==> src/rtl/hpfc_cfg.svh <==
// Constants for the host port flow-control register block.
// Assumes a 250 MHz system clock and a 32-bit APB register bus.
`ifndef HPFC_CFG_SVH
`define HPFC_CFG_SVH

// Bus geometry
`define HPFC_ADDR_W 12
`define HPFC_DATA_W 32
`define HPFC_REG_OFFSET 12'h01a8

// Field positions
`define HPFC_BIT_HW_FC 7
`define HPFC_BIT_BP_EN 6
`define HPFC_BIT_CUR_DUP 5
`define HPFC_BIT_CUR_RX 4
`define HPFC_BIT_CUR_TX 3
`define HPFC_BIT_RX_EN 2
`define HPFC_BIT_TX_EN 1
`define HPFC_BIT_MANUAL 0
`define HPFC_FIELD_W 8

// Reset value of the hard-wired bit
`define HPFC_HW_FC_RST 1'h0

// FIFO level width and strap count
`define HPFC_LEVEL_W 8
`define HPFC_STRAP_N 4

// Cycles from reset release until the straps are taken
`define HPFC_STRAP_SETTLE 3'h5

`endif

==> src/rtl/hpfc_pkg.sv <==
// Types for the host port flow-control register block.
// Assumes hpfc_cfg.svh is compiled alongside.
`include "hpfc_cfg.svh"

package hpfc_pkg;
    // Start-up sequence of the strap capture
    typedef enum logic [0:0] {
        HPFC_SETTLE,
        HPFC_RUN
    } hpfc_boot_t;

    // One FIFO fill level
    typedef logic [`HPFC_LEVEL_W-1:0] hpfc_level_t;
endpackage : hpfc_pkg

==> src/rtl/hpfc_sync.sv <==
// Three-stage synchroniser for slow strap pins, one per bit.
// Assumes levels that stay put for several clocks.
`timescale 1ns/1ps

module hpfc_sync #(
    parameter int W = 4
) (
    // Clock and reset
    input wire logic mclk_in,
    input wire logic sys_rst_in,
    // Pins and result
    input wire logic [W-1:0] async_in,
    output logic [W-1:0] sync_out
);
    // One chain per bit; the first stage feeds only the second
    for (genvar i = 0; i < W; i++) begin : g_bit
        logic s1;
        logic s2;
        logic s3;
        always_ff @(posedge mclk_in) begin
            if (sys_rst_in) begin
                s1 <= 1'h0;
                s2 <= 1'h0;
                s3 <= 1'h0;
                sync_out[i] <= 1'h0;
            end else begin
                s1 <= async_in[i];
                s2 <= s1;
                s3 <= s2;
                // Accept a change only once two late stages agree
                if (s2 == s3) begin
                    sync_out[i] <= s3;
                end
            end
        end
    end
endmodule : hpfc_sync

==> src/rtl/hpfc_top.sv <==
// Port 0 flow-control configuration and status register over APB.
// Assumes negotiation results and FIFO levels arrive on mclk_in;
// strap pins are asynchronous and settle before reset ends.
//
// Design decision made here: register access over APB.
`timescale 1ns/1ps
`include "hpfc_cfg.svh"

module hpfc_top (
    // Clock and reset
    input wire logic mclk_in,
    input wire logic sys_rst_in,
    // APB slave
    input wire logic psel_in,
    input wire logic penable_in,
    input wire logic pwrite_in,
    input wire logic [`HPFC_ADDR_W-1:0] paddr_in,
    input wire logic [`HPFC_DATA_W-1:0] pwdata_in,
    input wire logic [3:0] pstrb_in,
    output logic [`HPFC_DATA_W-1:0] prdata_out,
    output logic pready_out,
    output logic pslverr_out,
    // Strap pins, asynchronous
    input wire logic backpressure_strap_in,
    input wire logic full_duplex_pause_strap_in,
    input wire logic manual_select_strap_in,
    input wire logic half_duplex_strap_in,
    // EEPROM loader rewrite of the straps
    input wire logic eeprom_strap_load_in,
    input wire logic eeprom_backpressure_in,
    input wire logic eeprom_full_duplex_pause_in,
    input wire logic eeprom_manual_select_in,
    input wire logic eeprom_half_duplex_in,
    // Virtual negotiation outcome
    input wire logic vneg_enable_in,
    input wire logic vneg_half_duplex_in,
    input wire logic vneg_rx_pause_in,
    input wire logic vneg_tx_pause_in,
    // FIFO levels
    input wire hpfc_pkg::hpfc_level_t host_rx_level_in,
    input wire hpfc_pkg::hpfc_level_t engine_rx_level_in,
    // Port 0 controls
    output hpfc_pkg::hpfc_level_t engine_tx_fc_level_out,
    output hpfc_pkg::hpfc_level_t host_tx_fc_level_out,
    output logic hardwired_fc_active_out,
    output logic pause_detect_en_out,
    output logic pause_gen_en_out,
    output logic backpressure_gen_out
);
    // Writable fields
    logic hardwired_fifo_flow_control;
    logic backpressure_enable;
    logic rx_pause_enable;
    logic tx_pause_enable;
    logic manual_pause_select;
    // Strap-derived duplex default
    logic duplex_cfg;
    // Resolved status
    logic current_duplex;
    logic current_rx_pause_enable;
    logic current_tx_pause_enable;
    logic next_half;
    logic next_rx;
    logic next_tx;
    // Start-up
    hpfc_pkg::hpfc_boot_t boot_state;
    logic [2:0] boot_cnt;
    logic boot_load;
    logic [`HPFC_STRAP_N-1:0] strap_sync;
    // Bus decode
    logic access;
    logic hit;
    logic wr_commit;
    logic [`HPFC_DATA_W-1:0] rd_word;

    // Strap pins cross into the clock domain
    hpfc_sync #(
        .W(`HPFC_STRAP_N)
    ) u_strap_sync (
        .mclk_in(mclk_in),
        .sys_rst_in(sys_rst_in),
        .async_in({half_duplex_strap_in, manual_select_strap_in,
                   full_duplex_pause_strap_in, backpressure_strap_in}),
        .sync_out(strap_sync)
    );

    // Straps taken once the synchroniser has settled after reset
    always_ff @(posedge mclk_in) begin
        if (sys_rst_in) begin
            boot_state <= hpfc_pkg::HPFC_SETTLE;
            boot_cnt <= 3'h0;
        end else begin
            case (boot_state)
                hpfc_pkg::HPFC_SETTLE: begin
                    boot_cnt <= boot_cnt + 3'h1;
                    if (boot_cnt == `HPFC_STRAP_SETTLE) begin
                        boot_state <= hpfc_pkg::HPFC_RUN;
                    end
                end
                hpfc_pkg::HPFC_RUN: begin
                    boot_cnt <= boot_cnt;
                end
                default: begin
                    boot_state <= hpfc_pkg::HPFC_SETTLE;
                    boot_cnt <= 3'h0;
                end
            endcase
        end
    end

    assign boot_load = (boot_state == hpfc_pkg::HPFC_SETTLE) &&
                       (boot_cnt == `HPFC_STRAP_SETTLE);

    // APB decode; one wait state keeps every answer on a flop
    assign access = psel_in & penable_in;
    assign hit = (paddr_in == `HPFC_REG_OFFSET);
    assign wr_commit = access & pready_out & pwrite_in & hit;

    // Reserved bits stay zero on reads
    always_comb begin
        rd_word = '0;
        rd_word[`HPFC_BIT_HW_FC] = hardwired_fifo_flow_control;
        rd_word[`HPFC_BIT_BP_EN] = backpressure_enable;
        rd_word[`HPFC_BIT_CUR_DUP] = current_duplex;
        rd_word[`HPFC_BIT_CUR_RX] = current_rx_pause_enable;
        rd_word[`HPFC_BIT_CUR_TX] = current_tx_pause_enable;
        rd_word[`HPFC_BIT_RX_EN] = rx_pause_enable;
        rd_word[`HPFC_BIT_TX_EN] = tx_pause_enable;
        rd_word[`HPFC_BIT_MANUAL] = manual_pause_select;
    end

    // Handshake: ready rises one cycle into the access phase
    always_ff @(posedge mclk_in) begin
        if (sys_rst_in) begin
            pready_out <= 1'h0;
            pslverr_out <= 1'h0;
            prdata_out <= '0;
        end else if (access && !pready_out) begin
            pready_out <= 1'h1;
            pslverr_out <= !hit; // Unmapped address answers with an error
            prdata_out <= (hit && !pwrite_in) ? rd_word : '0;
        end else begin
            pready_out <= 1'h0;
            pslverr_out <= 1'h0;
            prdata_out <= '0;
        end
    end

    // Writable fields; the loader beats a write in the same cycle
    // Only this word's own bits change, nothing in the advertisement
    always_ff @(posedge mclk_in) begin
        if (sys_rst_in) begin
            hardwired_fifo_flow_control <= `HPFC_HW_FC_RST;
            backpressure_enable <= 1'h0;
            rx_pause_enable <= 1'h0;
            tx_pause_enable <= 1'h0;
            manual_pause_select <= 1'h0;
            duplex_cfg <= 1'h0;
        end else if (boot_load) begin
            backpressure_enable <= strap_sync[0];
            rx_pause_enable <= strap_sync[1];
            tx_pause_enable <= strap_sync[1];
            manual_pause_select <= strap_sync[2];
            duplex_cfg <= strap_sync[3];
        end else if (eeprom_strap_load_in) begin
            backpressure_enable <= eeprom_backpressure_in;
            rx_pause_enable <= eeprom_full_duplex_pause_in;
            tx_pause_enable <= eeprom_full_duplex_pause_in;
            manual_pause_select <= eeprom_manual_select_in;
            duplex_cfg <= eeprom_half_duplex_in;
        end else if (wr_commit && pstrb_in[0]) begin
            hardwired_fifo_flow_control <= pwdata_in[`HPFC_BIT_HW_FC];
            backpressure_enable <= pwdata_in[`HPFC_BIT_BP_EN];
            rx_pause_enable <= pwdata_in[`HPFC_BIT_RX_EN];
            tx_pause_enable <= pwdata_in[`HPFC_BIT_TX_EN];
            manual_pause_select <= pwdata_in[`HPFC_BIT_MANUAL];
        end
    end

    // Resolution of duplex and pause enables
    always_comb begin
        next_half = vneg_enable_in ? vneg_half_duplex_in : duplex_cfg;
        if (next_half) begin
            next_rx = 1'h0;
            next_tx = 1'h0;
        end else if (manual_pause_select || !vneg_enable_in) begin
            next_rx = rx_pause_enable;
            next_tx = tx_pause_enable;
        end else begin
            next_rx = vneg_rx_pause_in;
            next_tx = vneg_tx_pause_in;
        end
    end

    // Status and port controls; held off until straps are in
    always_ff @(posedge mclk_in) begin
        if (sys_rst_in || boot_state != hpfc_pkg::HPFC_RUN) begin
            current_duplex <= 1'h0;
            current_rx_pause_enable <= 1'h0;
            current_tx_pause_enable <= 1'h0;
            backpressure_gen_out <= 1'h0;
        end else begin
            current_duplex <= next_half;
            current_rx_pause_enable <= next_rx;
            current_tx_pause_enable <= next_tx;
            backpressure_gen_out <= backpressure_enable & next_half;
        end
    end

    assign pause_detect_en_out = current_rx_pause_enable;
    assign pause_gen_en_out = current_tx_pause_enable;

    // Level cross-connect; software must have shut other methods off
    always_ff @(posedge mclk_in) begin
        if (sys_rst_in) begin
            engine_tx_fc_level_out <= '0;
            host_tx_fc_level_out <= '0;
            hardwired_fc_active_out <= 1'h0;
        end else begin
            hardwired_fc_active_out <= hardwired_fifo_flow_control;
            engine_tx_fc_level_out <= hardwired_fifo_flow_control ?
                                      host_rx_level_in : '0;
            host_tx_fc_level_out <= hardwired_fifo_flow_control ?
                                    engine_rx_level_in : '0;
        end
    end

    // Checks on the resolved behaviour
    logic run;
    assign run = (boot_state == hpfc_pkg::HPFC_RUN);

    property p_hw_levels;
        @(posedge mclk_in) disable iff (sys_rst_in)
        hardwired_fifo_flow_control |=>
            engine_tx_fc_level_out == $past(host_rx_level_in) &&
            host_tx_fc_level_out == $past(engine_rx_level_in);
    endproperty
    a_hw_levels: assert property (p_hw_levels)
        else $error("level cross-connect wrong");

    property p_hw_off;
        @(posedge mclk_in) disable iff (sys_rst_in)
        !hardwired_fifo_flow_control |=>
            engine_tx_fc_level_out == '0 && host_tx_fc_level_out == '0;
    endproperty
    a_hw_off: assert property (p_hw_off)
        else $error("levels passed while hard-wired off");

    property p_bp;
        @(posedge mclk_in) disable iff (sys_rst_in)
        run && backpressure_enable && next_half |=> backpressure_gen_out;
    endproperty
    a_bp: assert property (p_bp)
        else $error("backpressure not generated");

    property p_dup;
        @(posedge mclk_in) disable iff (sys_rst_in)
        run && vneg_enable_in |=> current_duplex == $past(vneg_half_duplex_in);
    endproperty
    a_dup: assert property (p_dup)
        else $error("current duplex wrong");

    property p_half;
        @(posedge mclk_in) disable iff (sys_rst_in)
        current_duplex |-> !pause_detect_en_out && !pause_gen_en_out;
    endproperty
    a_half: assert property (p_half)
        else $error("pause enabled in half duplex");

    property p_man_rx;
        @(posedge mclk_in) disable iff (sys_rst_in)
        run && (manual_pause_select || !vneg_enable_in) && !next_half
            |=> current_rx_pause_enable == $past(rx_pause_enable);
    endproperty
    a_man_rx: assert property (p_man_rx)
        else $error("manual rx pause not applied");

    property p_man_tx;
        @(posedge mclk_in) disable iff (sys_rst_in)
        run && (manual_pause_select || !vneg_enable_in) && !next_half
            |=> current_tx_pause_enable == $past(tx_pause_enable);
    endproperty
    a_man_tx: assert property (p_man_tx)
        else $error("manual tx pause not applied");

    property p_neg;
        @(posedge mclk_in) disable iff (sys_rst_in)
        run && !manual_pause_select && vneg_enable_in && !vneg_half_duplex_in
            |=> current_tx_pause_enable == $past(vneg_tx_pause_in) &&
                current_rx_pause_enable == $past(vneg_rx_pause_in);
    endproperty
    a_neg: assert property (p_neg)
        else $error("negotiated pause not applied");

    property p_eeprom;
        @(posedge mclk_in) disable iff (sys_rst_in)
        !boot_load && eeprom_strap_load_in |=>
            backpressure_enable == $past(eeprom_backpressure_in) &&
            manual_pause_select == $past(eeprom_manual_select_in);
    endproperty
    a_eeprom: assert property (p_eeprom)
        else $error("loader value not taken");

    property p_rsvd;
        @(posedge mclk_in) disable iff (sys_rst_in)
        pready_out |-> prdata_out[`HPFC_DATA_W-1:`HPFC_FIELD_W] == '0;
    endproperty
    a_rsvd: assert property (p_rsvd)
        else $error("reserved bits not zero");

    property p_ready;
        @(posedge mclk_in) disable iff (sys_rst_in)
        psel_in && !penable_in ##1 psel_in && penable_in |=> pready_out;
    endproperty
    a_ready: assert property (p_ready)
        else $error("no answer one cycle into access");

    // Straps land in the fields at the capture edge
    property p_strap;
        @(posedge mclk_in) disable iff (sys_rst_in)
        boot_load |=>
            backpressure_enable == $past(strap_sync[0]) &&
            rx_pause_enable == $past(strap_sync[1]) &&
            manual_pause_select == $past(strap_sync[2]);
    endproperty
    a_strap: assert property (p_strap)
        else $error("strap value not captured");

    // A committed write with lane 0 lands unless a hardware load wins
    property p_wr;
        @(posedge mclk_in) disable iff (sys_rst_in)
        wr_commit && pstrb_in[0] && !boot_load && !eeprom_strap_load_in |=>
            hardwired_fifo_flow_control == $past(pwdata_in[`HPFC_BIT_HW_FC]) &&
            tx_pause_enable == $past(pwdata_in[`HPFC_BIT_TX_EN]);
    endproperty
    a_wr: assert property (p_wr)
        else $error("write did not land");

    // Unmapped addresses answer with an error, mapped ones without
    property p_err;
        @(posedge mclk_in) disable iff (sys_rst_in)
        access && !pready_out |=> pready_out && pslverr_out == !$past(hit);
    endproperty
    a_err: assert property (p_err)
        else $error("error response wrong");

    // No backpressure while the port runs full duplex
    property p_bp_off;
        @(posedge mclk_in) disable iff (sys_rst_in)
        run && !next_half |=> !backpressure_gen_out;
    endproperty
    a_bp_off: assert property (p_bp_off)
        else $error("backpressure outside half duplex");

    // Main scenarios
    c_hw: cover property (@(posedge mclk_in) hardwired_fc_active_out);
    c_half: cover property (@(posedge mclk_in) backpressure_gen_out);
    c_load: cover property (@(posedge mclk_in) run && eeprom_strap_load_in);
    c_err: cover property (@(posedge mclk_in) pready_out && pslverr_out);
    c_neg: cover property (@(posedge mclk_in) run && vneg_enable_in && !manual_pause_select);
endmodule : hpfc_top

==> config.mk <==
export PLATFORM = sky130hd
export DESIGN_NAME = hpfc_top
export DESIGN_NICKNAME = d
export VERILOG_FILES = /design/src/rtl/hpfc_pkg.sv /design/src/rtl/hpfc_sync.sv /design/src/rtl/hpfc_top.sv
export VERILOG_INCLUDE_DIRS = /design/src /design/src/rtl
export SDC_FILE = /design/constraint.sdc
export NUM_CORES = 1
export LEC_CHECK = 0
export BUFFER_PORTS_ARGS = -buffer_cell sky130_fd_sc_hd__buf_2
export CORE_UTILIZATION = 30
export DETAILED_ROUTE_END_ITERATION = 10
export GPL_ROUTABILITY_DRIVEN = 0
export PLACE_DENSITY_LB_ADDON = 0.3
export SYNTH_ARGS = -nofsm -noshare
export SYNTH_HDL_FRONTEND = slang
export SYNTH_SLANG_ARGS = --single-unit
export TNS_END_PERCENT = 100
==> constraint.sdc <==
create_clock -name mclk_in -period 1.34 [get_ports mclk_in]
set_input_delay 0.268 -clock mclk_in [delete_from_list [all_inputs] [get_ports mclk_in]]
set_output_delay 0.268 -clock mclk_in [all_outputs]
set_load 0.03 [all_outputs]
==> flow_summary.json <==
{
  "worst_skew_pair.late_latency_ns": 0.33,
  "via_per_inst": 3.85,
  "cts_setup_buffers": 0,
  "hold_violations": 0,
  "muxShareOfSynthArea": 0.0573,
  "post-route-util": 0.419,
  "grt_pass1_vias": 1254,
  "setup_viol": 0,
  "drive_gt1_frac": 0.402,
  "rows": 30,
  "synth_xor_area_frac": 0.00827,
  "dieArea_mm2": 0.00740,
  "rsz0062_at_grt": "true",
  "synth_ff_type": "dfxtp_1",
  "placed_area_mm2": 0.00262,
  "synth-simple-area-share": 0.234,
  "syn_area_per_cell_um2": 10.5,
  "syn_to_final_growth_pct": 34.3,
  "dp_hpwl_mm": 2.65,
  "ios": 136,
  "finalInstanceArea_mm2": 0.00285,
  "synth-seq-area-share": 0.539,
  "arrival_ns": 1.53,
  "cts_buffer_depth": 2,
  "leakagePower_uw": 0.00141,
  "status": "complete, no violations",
  "synth_area_leaders": "dfxtp_1 (54%), buf_4 (8.5%), and2_1 (7.4%), mux2i_1 (5.2%), nor2b_1 (4.7%)",
  "initial_core_util": 0.312,
  "grt.total_usage": 0.102,
  "synth_top_area_frac": 0.539,
  "htree_levels": 3,
  "numCtsBuffers": 9,
  "wl_per_cell_um": 9.45,
  "min_period_ns": 1.32,
  "die_w_um": 86.0,
  "fin_crit_sh": 0.983,
  "holdCritPathClass": "input port to flop",
  "grt_first_pass_wirelength_mm": 5.62,
  "root_buffer": "clkbuf_8",
  "critPathMaxFanout": 2,
  "worstPathRequired_ns": 1.55,
  "ant_nets": 0,
  "die_height_um": 86.0,
  "ys_types": 33,
  "synth-edff-count": 0,
  "async_flop_share": 0,
  "ys.warnings.count": 0,
  "critPathCaptureType": "flop",
  "antenna_found_initial": 0,
  "diodes": 0,
  "synth-compound-area-share": 0.0467,
  "first_pass_iters": 4,
  "fin_skew_ns": 0.00522,
  "clock-sinks": 57,
  "max_cap_violations": 0,
  "tritoncts": "yes",
  "hold_buffers": 0,
  "synthAdderAreaFrac": 0.0118,
  "synthCells": 201,
  "vias": 1529,
  "critPathKind": "flop to flop",
  "netlist_area_mm2": 0.00212,
  "wl_mm": 3.75,
  "maxSlewViolCount": 0,
  "yosysTopAreaCell": "dfxtp_1",
  "nNetsFinal": 380,
  "drt_iter0_drc": 36,
  "clock.fmax_mhz": 759,
  "grt-ovfl-total": 0,
  "setup_tns_ns": 0,
  "clk_pin_slew_ns": 0.07,
  "pwr_density_cell_mw_per_mm2": 1240,
  "synth_seq_cells": 57,
  "ir_drop_mv": 0.426,
  "grt_max_degree": 34,
  "synth_top_family_by_area": "simple AND/OR/NAND/NOR gates",
  "fillers": 691,
  "core_mm2": 0.00679,
  "start_kind": "flop",
  "portBuffers": 81,
  "drc": 0,
  "timing.hold.ws_ns": 0.133
}
-- critical path: stages (launching register included) --
cell and delay (ns):
dfxtp_2 0.33, inv_2 0.04, ha_4 0.16, nand3b_4 0.09
nand2b_4 0.08, nor4_4 0.19, mux2_4 0.33
-- metrics by stage --
| stage | cells | total power, uW | setup WS [ns] |
|---|---|---|---|
| after floorplan | 224 | 2070 | -0.0722 |
| after global placement | 381 | 2130 | -0.211 |
| after detailed placement | 381 | 2140 | -0.260 |
| after CTS | 397 | 3580 | 0.0362 |
| after global routing | 397 | 3700 | -0.0178 |
| final | 397 | 3520 | 0.0232 |
-- sequential cells by signal, indices dropped and copies added, names as in the netlist --
| register | count |
|---|---|
| current_duplex | 1 |
| engine_tx_fc_level_out | 8 |
| backpressure_enable | 1 |
| hardwired_fc_active_out | 1 |
| boot_state | 1 |
| host_tx_fc_level_out | 8 |
| u_strap_sync.g_bit.s2 | 4 |
| u_strap_sync.g_bit.s1 | 4 |
| manual_pause_select | 1 |
| duplex_cfg | 1 |
| backpressure_gen_out | 1 |
| boot_cnt | 3 |
| rx_pause_enable | 1 |
| pause_gen_en_out | 1 |
| u_strap_sync.sync_out | 4 |
| tx_pause_enable | 1 |
| u_strap_sync.g_bit.s3 | 4 |
| pslverr_out | 1 |
| pready_out | 1 |
| pause_detect_en_out | 1 |
| prdata_out | 8 |
| hardwired_fifo_flow_control | 1 |
-- power by group --
part / internal [uW] / leakage [uW] / switching, uW
clock: 718 / 0.0000805 / 697
sequential: 1740 / 0.000463 / 23.7
combinational: 149 / 0.000862 / 197
total: 2600 / 0.00141 / 918
-- worst paths after layout --
path / startpoint / to / slack (ns) / cells past startpoint
worst max register to register: boot_cnt[1] / hardwired_fifo_flow_control / 0.02 / 6
worst min register to register: current_duplex / prdata_out[5] / 0.43 / 1
worst max-delay path: boot_cnt[1] / hardwired_fifo_flow_control / 0.02 / 6
worst min-delay path: host_rx_level_in[5] / engine_tx_fc_level_out[5] / 0.13 / 2
-- cell usage in the layout (no fill, tap or decap), types with 2 or more instances in the layout --
cell type   synthesis  routed
conb_1              1      24
a21oi_1             6       6
clkbuf_8            0      10
buf_6               0       2
nor2b_1            16      16
o21bai_1            2       2
mux2i_1            11      10
dfxtp_1            57      55
nand2_1             6       6
nor4b_2             2       2
inv_1               3       2
o21ai_0             4       4
nor2_1             12      12
buf_2               1      81
and3b_1             2       2
dfxtp_2             0       2
a211o_1             2       2
clkinvlp_4          0       4
buf_4              24       8
nand2b_1            5       4
and2_1             25      25
nand3_1             2       2
-- kinds of logic after synthesis --
logic type	count (synthesis)
xor+xnor	2
other cells	1
compound gates	16
fa+ha+maj	2
buf+inv	33
flops	57
mux	12
simple gates	78
-- layout make-up --
cell class                 instances  area, um2  area share
clock inverter                     6       43.8      0.0154
inverter                           3       11.3     0.00396
tap                               96        120      0.0422
timing repair buffer              91        488       0.172
multi-input combinational        134        901       0.317
sequential                        57       1140       0.402
clock buffer                      10        138      0.0484
-- routing by layer --
metal,wire (um),part of all wire,global-route usage,vias up
met5,0,0,0,-
met4,63,0.017,0.0727,0
li1,-,-,-,792
met2,1690,0.45,0.157,69
met1,1710,0.46,0.118,661
met3,285,0.076,0.0366,7
-- cell usage after synthesis (all sizes together) (2+ instances only) --
| cell | number |
|---|---|
| nand3 | 2 |
| dfxtp | 57 |
| and2 | 25 |
| nor2b | 16 |
| ha | 2 |
| nand2b | 5 |
| o21bai | 2 |
| mux2i | 11 |
| clkbuf | 5 |
| a21oi | 7 |
| and3b | 2 |
| nand3b | 2 |
| buf | 25 |
| o21ai | 4 |
| nand2 | 6 |
| a211o | 2 |
| nor4b | 2 |
| inv | 3 |
| nor2 | 12 |
-- timing repair --
action | in CTS | in global routing
setup endpoints to repair | 5 | 5
hold endpoints to repair | 0 | 0
resized for setup | 3 | 5
pin swaps | 1 | 1
(Power assumes the default switching activity.)
